## src/inc/lcap_pkg.sv

```systemverilog
package lcap_pkg;

    // ***************************************************************
    // Widths and geometry
    // ***************************************************************
    localparam int DQ_W       = 16;
    localparam int DM_W       = 2;
    localparam int BYTE_W     = 8;
    localparam int CA_W       = 10;
    localparam int BANK_W     = 3;
    localparam int COL_W      = 4;
    localparam int NBANK      = 8;
    localparam int ADDR_W     = BANK_W + COL_W;
    localparam int MEM_WORDS  = 1 << ADDR_W;
    localparam int LAT_MAX    = 8;
    localparam int FIFO_DEPTH = 8;
    localparam int BEAT_W     = 5;
    localparam int SYNC_W     = 2 + CA_W + DQ_W + 1 + DM_W;

    // ***************************************************************
    // Command/address bit positions and opcodes
    // ***************************************************************
    localparam int CA_RDSEL   = 2;   // Rising: read when high
    localparam int CA_ALLB    = 4;   // Rising: precharge all banks
    localparam int CA_C1R     = 5;
    localparam int CA_C2R     = 6;
    localparam int CA_BA_LSB  = 7;
    localparam int CA_APF     = 0;   // Falling: auto precharge
    localparam int CA_C3F     = 1;
    localparam logic [1:0] COL_OP = 2'h1;  // {CA1,CA0}
    localparam logic [3:0] PRE_OP = 4'hb;  // {CA3,CA2,CA1,CA0}

    // ***************************************************************
    // Burst length and latency pairs
    // ***************************************************************
    typedef enum logic [1:0] {
        LCAP_BL4  = 2'b00,
        LCAP_BL8  = 2'b01,
        LCAP_BL16 = 2'b10
    } lcap_bl_type;

    localparam logic [BEAT_W-1:0] BEATS_BL4  = 5'h04;
    localparam logic [BEAT_W-1:0] BEATS_BL8  = 5'h08;
    localparam logic [BEAT_W-1:0] BEATS_BL16 = 5'h10;

    // Returns {valid, rl[3:0], wl[3:0]}
    function automatic logic [8:0] lcap_lat_decode(input logic [3:0] code);
        case (code)
            4'h1:    lcap_lat_decode = {1'b1, 4'h3, 4'h1};
            4'h2:    lcap_lat_decode = {1'b1, 4'h4, 4'h2};
            4'h3:    lcap_lat_decode = {1'b1, 4'h5, 4'h2};
            4'h4:    lcap_lat_decode = {1'b1, 4'h6, 4'h3};
            4'h5:    lcap_lat_decode = {1'b1, 4'h7, 4'h4};
            4'h6:    lcap_lat_decode = {1'b1, 4'h8, 4'h4};
            default: lcap_lat_decode = {1'b0, 4'h3, 4'h1};
        endcase
    endfunction : lcap_lat_decode

    // ***************************************************************
    // Timing, in nanoseconds and link clock periods
    // ***************************************************************
    localparam int T_CK_NS    = 800;
    localparam int T_RTP_NS   = 15;
    localparam int RTP_RAW    = (T_RTP_NS + T_CK_NS - 1) / T_CK_NS;
    localparam int RTP_CK     = (RTP_RAW < 1) ? 1 : RTP_RAW;

    // ***************************************************************
    // Read output sequencer and command record
    // ***************************************************************
    typedef enum logic [1:0] {
        RD_IDLE = 2'b00,
        RD_PRE  = 2'b01,
        RD_DATA = 2'b10,
        RD_POST = 2'b11
    } lcap_rd_type;

    typedef struct packed {
        logic              v;
        logic              rd;
        logic              ap;
        logic [BANK_W-1:0] bank;
        logic [COL_W-1:0]  col;
    } lcap_cmd_type;

endpackage : lcap_pkg

```

## src/rtl/lcap_core.sv

```systemverilog
`timescale 1ns/10ps

// ***************************************************************
// Write beat buffer
// ***************************************************************
module lcap_fifo #(
    parameter int W     = 8,
    parameter int DEPTH = 8
) (
    input  wire logic         clk_i,
    input  wire logic         arst_n_i,
    input  wire logic         in_valid_i,
    input  wire logic [W-1:0] in_data_i,
    output logic              in_ready_o,
    output logic              out_valid_o,
    output logic [W-1:0]      out_data_o,
    input  wire logic         out_ready_i
);
    localparam int AW = $clog2(DEPTH);
    localparam logic [AW:0] FULL_CNT = (AW+1)'(DEPTH);

    logic [W-1:0]  buf_r [0:DEPTH-1];
    logic [AW-1:0] wp_r;
    logic [AW-1:0] rp_r;
    logic [AW:0]   cnt_r;
    logic          push;
    logic          pop;

    // Honest flags straight from the occupancy count
    assign in_ready_o  = (cnt_r != FULL_CNT);
    assign out_valid_o = (cnt_r != '0);
    assign out_data_o  = buf_r[rp_r];
    assign push        = in_valid_i & in_ready_o;
    assign pop         = out_valid_o & out_ready_i;

    // Pointers and count
    always_ff @(posedge clk_i or negedge arst_n_i) begin
        if (!arst_n_i) begin
            wp_r  <= '0;
            rp_r  <= '0;
            cnt_r <= '0;
        end else begin
            if (push) wp_r <= wp_r + 1'b1;
            if (pop)  rp_r <= rp_r + 1'b1;
            if (push && !pop)      cnt_r <= cnt_r + 1'b1;
            else if (pop && !push) cnt_r <= cnt_r - 1'b1;
        end
    end

    // Storage needs no reset
    always_ff @(posedge clk_i) begin
        if (push) buf_r[wp_r] <= in_data_i;
    end
endmodule : lcap_fifo

module lcap_core
    import lcap_pkg::*;
(
    input  wire logic              core_clk_i,
    input  wire logic              arst_n_i,
    input  wire logic              ck_i,
    input  wire logic              cs_n_i,
    input  wire logic [CA_W-1:0]   ca_i,
    input  wire logic [DQ_W-1:0]   dq_i,
    input  wire logic              dqs_i,
    input  wire logic [DM_W-1:0]   dm_i,
    input  wire logic [1:0]        bl_code_i,
    input  wire logic [3:0]        lat_code_i,
    output logic      [DQ_W-1:0]   dq_o,
    output logic                   dq_oe_n_o,
    output logic                   dqs_o,
    output logic                   dqs_oe_n_o,
    output logic      [NBANK-1:0]  bank_open_o,
    output logic                   lat_err_o,
    output logic                   wr_drop_o
);
    // ***************************************************************
    // Input synchronisers and edge detection
    // ***************************************************************
    logic [SYNC_W-1:0] sync1_r;
    logic [SYNC_W-1:0] sync2_r;
    logic              ck_d_r;
    logic              dqs_d_r;
    logic              ck_s;
    logic              cs_n_s;
    logic [CA_W-1:0]   ca_s;
    logic [DQ_W-1:0]   dq_s;
    logic              dqs_s;
    logic [DM_W-1:0]   dm_s;
    logic              ck_rise;
    logic              ck_fall;
    logic              dqs_edge;

    // All link pins cross in two flops, as one vector; bl_code_i and lat_code_i do not
    always_ff @(posedge core_clk_i or negedge arst_n_i) begin
        if (!arst_n_i) begin
            sync1_r <= '0;
            sync2_r <= '0;
            ck_d_r  <= 1'b0;
            dqs_d_r <= 1'b0;
        end else begin
            sync1_r <= {ck_i, cs_n_i, ca_i, dq_i, dqs_i, dm_i};
            sync2_r <= sync1_r;
            ck_d_r  <= ck_s;
            dqs_d_r <= dqs_s;
        end
    end

    assign {ck_s, cs_n_s, ca_s, dq_s, dqs_s, dm_s} = sync2_r;
    assign ck_rise  = ck_s & ~ck_d_r;
    assign ck_fall  = ~ck_s & ck_d_r;
    assign dqs_edge = dqs_s ^ dqs_d_r;

    // ***************************************************************
    // Configuration
    // ***************************************************************
    logic [8:0]        lat_dec;
    logic              lat_ok;
    logic [3:0]        rl;
    logic [3:0]        wl;
    logic [BEAT_W-1:0] bl_beats;
    logic [BEAT_W-1:0] rap_wait;
    logic [COL_W-1:0]  col_mask;

    assign lat_dec = lcap_lat_decode(lat_code_i);
    assign {lat_ok, rl, wl} = lat_dec;
    assign col_mask = bl_beats[COL_W-1:0] - 1'b1;

    always_comb begin
        case (bl_code_i)
            LCAP_BL4: bl_beats = BEATS_BL4;
            LCAP_BL8: bl_beats = BEATS_BL8;
            default:  bl_beats = BEATS_BL16;
        endcase
    end

    // Read auto precharge waits the larger of BL/2 and tRTP
    assign rap_wait = ({1'b0, bl_beats[BEAT_W-1:1]} > BEAT_W'(RTP_CK))
                    ? {1'b0, bl_beats[BEAT_W-1:1]} : BEAT_W'(RTP_CK);

    always_ff @(posedge core_clk_i or negedge arst_n_i) begin
        if (!arst_n_i) lat_err_o <= 1'b0;
        else           lat_err_o <= ~lat_ok;
    end

    // ***************************************************************
    // Command decode and latency pipeline
    // ***************************************************************
    logic         colp_v_r;
    lcap_cmd_type colp_r;
    lcap_cmd_type hold_r;
    lcap_cmd_type pipe_r [1:LAT_MAX];
    logic         pre_hit;
    logic         rd_tap;
    logic         wr_tap;
    lcap_cmd_type rd_cmd;
    lcap_cmd_type wr_cmd;

    assign pre_hit = ck_rise & ~cs_n_s & (ca_s[3:0] == PRE_OP);
    // Stage k only fills at the k-th rise, so the latency tap reads one
    // stage earlier; WL1 has no earlier stage and taps the held command
    assign rd_cmd  = pipe_r[rl - 4'h1];
    assign wr_cmd  = (wl == 4'h1) ? hold_r : pipe_r[wl - 4'h1];
    assign rd_tap  = ck_rise & rd_cmd.v & rd_cmd.rd;
    assign wr_tap  = ck_rise & wr_cmd.v & ~wr_cmd.rd;

    // Rising half then falling half; reserved latency blocks column commands
    always_ff @(posedge core_clk_i or negedge arst_n_i) begin
        if (!arst_n_i) begin
            colp_v_r <= 1'b0;
            colp_r   <= '0;
            hold_r   <= '0;
        end else begin
            if (ck_rise) begin
                hold_r.v <= 1'b0;
                colp_v_r <= ~cs_n_s & (ca_s[1:0] == COL_OP) & lat_ok;
                colp_r.rd   <= ca_s[CA_RDSEL];
                colp_r.bank <= ca_s[CA_BA_LSB +: BANK_W];
                colp_r.col  <= {1'b0, ca_s[CA_C2R], ca_s[CA_C1R], 1'b0};
            end else if (ck_fall && colp_v_r) begin
                colp_v_r    <= 1'b0;
                hold_r      <= colp_r;
                hold_r.v    <= 1'b1;
                hold_r.ap   <= ca_s[CA_APF];
                hold_r.col[COL_W-1] <= ca_s[CA_C3F];
            end
        end
    end

    // One stage per CK rising edge since the command
    always_ff @(posedge core_clk_i or negedge arst_n_i) begin
        if (!arst_n_i) begin
            for (int i = 1; i <= LAT_MAX; i++) pipe_r[i] <= '0;
        end else if (ck_rise) begin
            pipe_r[1] <= hold_r;
            for (int i = 2; i <= LAT_MAX; i++) pipe_r[i] <= pipe_r[i-1];
        end
    end

    // ***************************************************************
    // Array, one byte lane per generated slice
    // ***************************************************************
    logic [ADDR_W-1:0]             rd_addr;
    logic [DQ_W-1:0]               rd_word;
    logic                          drain_v;
    logic                          drain_rdy;
    logic [ADDR_W+DQ_W+DM_W-1:0]   drain_d;
    logic [ADDR_W-1:0]             drain_a;
    logic [DQ_W-1:0]               drain_dq;
    logic [DM_W-1:0]               drain_dm;

    assign {drain_a, drain_dq, drain_dm} = drain_d;

    for (genvar g = 0; g < DM_W; g++) begin : g_lane
        logic [BYTE_W-1:0] lane_r [0:MEM_WORDS-1];
        // Masked bytes keep their old contents
        always_ff @(posedge core_clk_i) begin
            if (drain_v && drain_rdy && !drain_dm[g])
                lane_r[drain_a] <= drain_dq[g*BYTE_W +: BYTE_W];
        end
        assign rd_word[g*BYTE_W +: BYTE_W] = lane_r[rd_addr];
    end

    // ***************************************************************
    // Read data and strobe sequencer
    // ***************************************************************
    lcap_rd_type       rd_st_r;
    logic [BEAT_W-1:0] rd_beat_r;
    logic [BEAT_W-1:0] rd_len_r;
    logic [BANK_W-1:0] rd_bank_r;
    logic [COL_W-1:0]  rd_col_r;
    logic [COL_W-1:0]  rd_mask_r;
    logic              rd_emit;
    logic              rd_last;

    // Sequential wrap inside the burst-aligned column group
    assign rd_addr = {rd_bank_r, (rd_col_r & ~rd_mask_r)
                     | ((rd_col_r + rd_beat_r[COL_W-1:0]) & rd_mask_r)};
    assign rd_emit = (ck_fall && (rd_st_r == RD_PRE || rd_st_r == RD_DATA))
                   || (ck_rise && rd_st_r == RD_DATA);
    assign rd_last = (rd_beat_r + 1'b1 == rd_len_r);

    // Beats go out on every CK edge; even beats raise the strobe
    always_ff @(posedge core_clk_i or negedge arst_n_i) begin
        if (!arst_n_i) begin
            rd_st_r    <= RD_IDLE;
            rd_beat_r  <= '0;
            rd_len_r   <= BEATS_BL4;
            rd_bank_r  <= '0;
            rd_col_r   <= '0;
            rd_mask_r  <= '0;
            dq_o       <= '0;
            dqs_o      <= 1'b0;
            dq_oe_n_o  <= 1'b1;
            dqs_oe_n_o <= 1'b1;
        end else begin
            if (rd_emit) begin
                dq_o      <= rd_word;
                dqs_o     <= ~rd_beat_r[0];
                dq_oe_n_o <= 1'b0;
                rd_beat_r <= rd_beat_r + 1'b1;
            end
            case (rd_st_r)
                RD_PRE: begin
                    if (ck_fall) rd_st_r <= RD_DATA;
                end
                RD_DATA: begin
                    if (ck_rise && rd_last && !rd_tap) rd_st_r <= RD_POST;
                end
                RD_POST: begin
                    if (ck_fall) begin
                        rd_st_r    <= RD_IDLE;
                        dq_oe_n_o  <= 1'b1;
                        dqs_oe_n_o <= 1'b1;
                    end
                end
                default: ;
            endcase
            if (rd_tap) begin
                // A later read cuts the running burst at this edge
                rd_beat_r <= '0;
                rd_len_r  <= bl_beats;
                rd_bank_r <= rd_cmd.bank;
                rd_col_r  <= rd_cmd.col;
                rd_mask_r <= col_mask;
                if (rd_st_r != RD_DATA) begin
                    rd_st_r    <= RD_PRE;
                    dqs_o      <= 1'b0;
                    dqs_oe_n_o <= 1'b0;
                end else begin
                    rd_st_r <= RD_DATA;
                end
            end
        end
    end

    // ***************************************************************
    // Write capture into the beat buffer
    // ***************************************************************
    logic              wr_act_r;
    logic [BEAT_W-1:0] wr_beat_r;
    logic [BEAT_W-1:0] wr_len_r;
    logic [BANK_W-1:0] wr_bank_r;
    logic [COL_W-1:0]  wr_col_r;
    logic [COL_W-1:0]  wr_mask_r;
    logic              wr_ap_r;
    logic              wap_pend_r;
    logic [BANK_W-1:0] wap_bank_r;
    logic              push_v;
    logic              push_rdy;
    logic [ADDR_W-1:0] wr_addr;

    assign wr_addr = {wr_bank_r, (wr_col_r & ~wr_mask_r)
                     | ((wr_col_r + wr_beat_r[COL_W-1:0]) & wr_mask_r)};
    assign push_v  = wr_act_r & dqs_edge & ~wr_tap;

    // Each strobe edge in the window is one beat
    always_ff @(posedge core_clk_i or negedge arst_n_i) begin
        if (!arst_n_i) begin
            wr_act_r   <= 1'b0;
            wr_beat_r  <= '0;
            wr_len_r   <= BEATS_BL4;
            wr_bank_r  <= '0;
            wr_col_r   <= '0;
            wr_mask_r  <= '0;
            wr_ap_r    <= 1'b0;
            wap_pend_r <= 1'b0;
            wap_bank_r <= '0;
        end else begin
            if (wr_tap) begin
                wr_act_r  <= 1'b1;
                wr_beat_r <= '0;
                wr_len_r  <= bl_beats;
                wr_bank_r <= wr_cmd.bank;
                wr_col_r  <= wr_cmd.col;
                wr_mask_r <= col_mask;
                wr_ap_r   <= wr_cmd.ap;
            end else if (push_v) begin
                wr_beat_r <= wr_beat_r + 1'b1;
                if (wr_beat_r + 1'b1 == wr_len_r) begin
                    wr_act_r <= 1'b0;
                    if (wr_ap_r) begin
                        wap_pend_r <= 1'b1;
                        wap_bank_r <= wr_bank_r;
                    end
                end
            end
            // Closes only once the buffer has emptied into the array
            if (wap_pend_r && !drain_v) wap_pend_r <= 1'b0;
        end
    end

    // Overrun is visible: the link cannot be stalled by the device
    always_ff @(posedge core_clk_i or negedge arst_n_i) begin
        if (!arst_n_i)                wr_drop_o <= 1'b0;
        else if (push_v && !push_rdy) wr_drop_o <= 1'b1;
    end

    // Array has one port, so a read beat fetch stalls draining
    assign drain_rdy = ~rd_emit;

    lcap_fifo #(
        .W     (ADDR_W + DQ_W + DM_W),
        .DEPTH (FIFO_DEPTH)
    ) u_wbuf (
        .clk_i       (core_clk_i),
        .arst_n_i    (arst_n_i),
        .in_valid_i  (push_v),
        .in_data_i   ({wr_addr, dq_s, dm_s}),
        .in_ready_o  (push_rdy),
        .out_valid_o (drain_v),
        .out_data_o  (drain_d),
        .out_ready_i (drain_rdy)
    );

    // ***************************************************************
    // Bank state: explicit and auto precharge
    // ***************************************************************
    logic              rap_v_r;
    logic [BEAT_W-1:0] rap_cnt_r;
    logic [BANK_W-1:0] rap_bank_r;
    logic              hold_new;

    assign hold_new = ck_fall & colp_v_r;

    // Read auto precharge counts CK rising edges after the command
    always_ff @(posedge core_clk_i or negedge arst_n_i) begin
        if (!arst_n_i) begin
            rap_v_r    <= 1'b0;
            rap_cnt_r  <= '0;
            rap_bank_r <= '0;
        end else if (hold_new && colp_r.rd && ca_s[CA_APF]) begin
            rap_v_r    <= 1'b1;
            rap_cnt_r  <= rap_wait;
            rap_bank_r <= colp_r.bank;
        end else if (ck_rise && rap_v_r) begin
            rap_cnt_r <= rap_cnt_r - 1'b1;
            if (rap_cnt_r == BEAT_W'(1)) rap_v_r <= 1'b0;
        end
    end

    // Closes first, then an access to a bank marks it open
    always_ff @(posedge core_clk_i or negedge arst_n_i) begin
        if (!arst_n_i) begin
            bank_open_o <= '0;
        end else begin
            for (int b = 0; b < NBANK; b++) begin
                if (pre_hit && (ca_s[CA_ALLB]
                    || ca_s[CA_BA_LSB +: BANK_W] == BANK_W'(b)))
                    bank_open_o[b] <= 1'b0;
                else if (ck_rise && rap_v_r && rap_cnt_r == BEAT_W'(1)
                         && rap_bank_r == BANK_W'(b))
                    bank_open_o[b] <= 1'b0;
                else if (wap_pend_r && !drain_v
                         && wap_bank_r == BANK_W'(b))
                    bank_open_o[b] <= 1'b0;
                if (hold_new && colp_r.bank == BANK_W'(b))
                    bank_open_o[b] <= 1'b1;
            end
        end
    end
endmodule : lcap_core

```

## config.mk

```make
export PLATFORM = sky130hd
export DESIGN_NAME = lcap_core
export DESIGN_NICKNAME = d
export VERILOG_FILES = /design/src/inc/lcap_pkg.sv /design/src/rtl/lcap_core.sv
export SDC_FILE = /design/constraint.sdc
export NUM_CORES = 2
export LEC_CHECK = 0
export BUFFER_PORTS_ARGS = -buffer_cell sky130_fd_sc_hd__clkbuf_2
export CAP_MARGIN = 10
export CORE_MARGIN = 2
export CORE_UTILIZATION = 45
export DETAILED_ROUTE_END_ITERATION = 8
export PLACE_DENSITY = 0.73
export SLEW_MARGIN = 15
export SYNTH_ARGS = -nofsm -noshare
export SYNTH_HDL_FRONTEND = slang
export SYNTH_HIERARCHICAL = 1
export SYNTH_SLANG_ARGS = --single-unit
```

## constraint.sdc

```tcl
create_clock -name core_clk_i -period 4.44 [get_ports core_clk_i]
set_clock_uncertainty 0.2 [all_clocks]
set_input_delay 0.444 -clock core_clk_i [delete_from_list [all_inputs] [get_ports core_clk_i]]
set_output_delay 0.444 -clock core_clk_i [all_outputs]
set_load 0.02 [all_outputs]
```

==> flow_summary.json <==
{
  "outcome": "complete, but fails checks",
  "failed_checks": "DRC",
  "yosys-top-cells-count": "edfxtp_1, nand2_1, nor2_1",
  "vias_per_cell": 6.187,
  "cts_buffers": 230,
  "rsz0062_at_grt": "no",
  "min_period_ns": 4.118,
  "multi_input_area_um2": 25900,
  "cp_num_buf_inv": 2,
  "share_comb_of_total_power_pct": 36.9,
  "layout.nets": 6684,
  "end_kind": "flop",
  "p_leak_nw": 38.65,
  "ir_drop_mv": 0.6647,
  "cts_tree": "yes",
  "ys_seq_elements": 2481,
  "cts_buffer_depth": 3,
  "tightestPinTransition_ns": 1.170,
  "hold_class": "input port to async pin",
  "clkPwrFrac_pct": 23.2,
  "max_stage_delay_ns": 0.86,
  "p_sw_mw": 30.00,
  "gp_congestion": 0.8823,
  "yosysWarningCount": 6,
  "start_kind": "flop",
  "synth_top_area_cell": "edfxtp_1",
  "period_share_pct": 92.74,
  "syn_area_um2": 101100,
  "detail-route-antenna-nets": 0,
  "clk-insertion-delay-late_ns": 0.89,
  "cts_root_buf": "clkbuf_16",
  "rows": 173,
  "switching_share_pct": 36.47,
  "grt.overflow.total": 0,
  "setup_slack_ns": 0.3224,
  "hold_ws_ns": 0.02748,
  "regArea_um2": 73350,
  "cap_violations": 0,
  "cp_max_fo": 70,
  "dp_slack_ns": 0.09646,
  "power_mw": 82.24,
  "vias": 60590,
  "cpMostUsedCell": "nand3_1",
  "grt_pass1_wl_um": 387900,
  "n_fill_cell": 17200,
  "portBuffers": 67,
  "seq_power_share_pct": 39.8,
  "synthArstFlopShare_pct": 9.391,
  "syn-num-nets": 6280,
  "placedCellCount": 9297,
  "synth_cell_types": 87,
  "drt_iter0_markers": 8566,
  "initial_utilization_pct": 45.38,
  "crit_type": "flop to flop",
  "antenna_found_initial": 5,
  "grt_start_max_net_pins": 129,
  "slew_headroom_pct": 21.99,
  "dp_hpwl_um": 158700,
  "track_usage_pct": 22.54,
  "drt_first_pass_iters": 9,
  "routed_wl_um": 262000,
  "core-area_um2": 222700,
  "fin_cells": 9793,
  "ys_seq_area_share_pct": 72.55,
  "avgSynthCellArea_um2": 16.26,
  "chipWidth_um": 478.0,
  "p_int_mw": 52.25,
  "yosysMostFrequentCell": "edfxtp_1",
  "required_ns": 5.05,
  "hold_viol_final": 0,
  "ioPinCount": 68,
  "synth_top_flop_cell": "edfxtp_1",
  "postSynthCellCount": 6218,
  "slew_viol_final": 0,
  "synth_edf_count": 2248,
  "drc": 6,
  "cts.reportedPaths.clkPinSlew_ns": 0.06,
  "crit_arrival_ns": 4.73,
  "die_h_um": 478.0,
  "power_density_nw_per_um2": 711.3,
  "yosys.area.top_type_share_pct": 66.78,
  "grt_pass1_vias": 59490,
  "final-setup-viol-count": 0,
  "htree_levels": 4,
  "path_delay_family": "simple AND/OR/NAND/NOR gates",
  "cpMaxStageDelayCell": "and3b_4",
  "synthTopCellsByArea": "edfxtp_1, mux4_2, dfrtp_1",
  "cts_resized": 0,
  "max_freq_ghz": 0.2429,
  "drive_gt1_share_pct": 18.57,
  "wl_per_cell_um": 26.75,
  "synthToLayoutAreaGrowth_pct": 14.38,
  "die-area_um2": 228400,
  "crit_chain": "ha_4, buf_4, and3b_4, buf_12, a222oi_1, nand3_1, a21oi_1, a311oi_1, nand3_1, a31oi_1",
  "cts.sinks": 2481
}
[registers in the layout, indices dropped and copies added (netlist names), 4 cells and up]
signal	cells
g_lane.lane_r	2048
u_wbuf/buf_r	200
pipe_r	63
sync1_r	31
sync2_r	31
dq_o	16
hold_r	9
bank_open_o	8
colp_r	6
rap_cnt_r	5
rd_beat_r	5
wr_beat_r	5
u_wbuf/cnt_r	4
[per-stage QoR]
stage          area [um^2]  utilization, %  TNS [ns]
2_1_floorplan       101100               -    -65.06
3_3_place_gp        107600           48.33         0
3_5_place_dp        107600           48.33         0
4_1_cts             115600           51.91         0
5_1_grt             115600           51.91         0
6_report            115600           51.91         0
[kinds of logic (layout without fill, tap and decap cells)]
logic type / after synthesis / count (layout) / synth area share (%)
compound gates: 950 / 950 / 6.780
flops: 2481 / 2481 / 72.55
buf+inv: 450 / 1049 / 2.077
fa+ha+maj: 23 / 23 / 0.2921
simple gates: 1640 / 1640 / 6.964
mux: 640 / 640 / 11.02
other cells: 0 / 1 / 0
xor+xnor: 34 / 34 / 0.3094
[worst paths after layout]
path	slack [ns]	start	end	depth (start not counted)
max	0.32	rd_beat_r[1]	dq_o[14]	10
min	0.03	arst_n_i	sync1_r[21]	2
max reg2reg	0.32	rd_beat_r[1]	dq_o[14]	10
min reg2reg	0.15	sync1_r[24]	sync2_r[24]	0
max in group asynchronous	2.96	arst_n_i	sync2_r[9]	3
min in group core_clk_i	0.15	sync1_r[24]	sync2_r[24]	0
[final cells by class]
| cell class | count | area share [%] |
|---|---|---|
| Antenna cell | 1 | 0.002164 |
| Timing Repair Buffer | 590 | 4.512 |
| Sequential cell | 2481 | 63.44 |
| Clock buffer | 286 | 5.285 |
| Clock inverter | 141 | 1.031 |
| Inverter | 32 | 0.1082 |
| Multi-Input combinational cell | 3287 | 22.40 |
| Tap cell | 2975 | 3.219 |
[what timing repair did]
action | 4_1_cts | 5_1_grt
buffers inserted | 0 | 0
setup endpoints to repair | 0 | 0
hold buffers | 68 | 0
endpoints found under the hold margin | 156 | 0
[power by group through the flow]
stage	Combinational, mW	Sequential [mW]	Clock, mW
floorplan	17.8	33.1	0
global placement	29.2	33.1	0
detailed placement	29.8	33.2	0
CTS	30.0	32.7	19.3
global route	32.0	32.8	20.2
finish	30.4	32.7	19.1
[layer usage]
layer | vias up | part of all wire (%) | global-route usage (%)
met4 | 8 | 4.3 | 9.131
met1 | 30750 | 37 | 30.41
met5 | - | 0.022 | 0
li1 | 25580 | - | -
met2 | 3704 | 47 | 35.86
met3 | 551 | 11 | 4.668
[placed cells by master (no fill, tap or decap), types with 39 or more instances in the layout]
cell           count
a22oi_1           42
nand2_1          801
a31oi_1           92
mux2i_1          224
a222oi_1         214
a21oi_1          195
mux4_2           308
buf_12            62
dfrtp_1          224
mux4_1            49
clkinv_2          39
and3_1            55
buf_4            393
clkbuf_1          46
nor2_1           372
nand3_1          216
a211oi_1          49
o21ai_0          169
clkbuf_2          66
edfxtp_1        2248
dlygate4sd3_1     68
clkinv_1          66
clkbuf_16        234
Power figures use the tool's default switching activity.
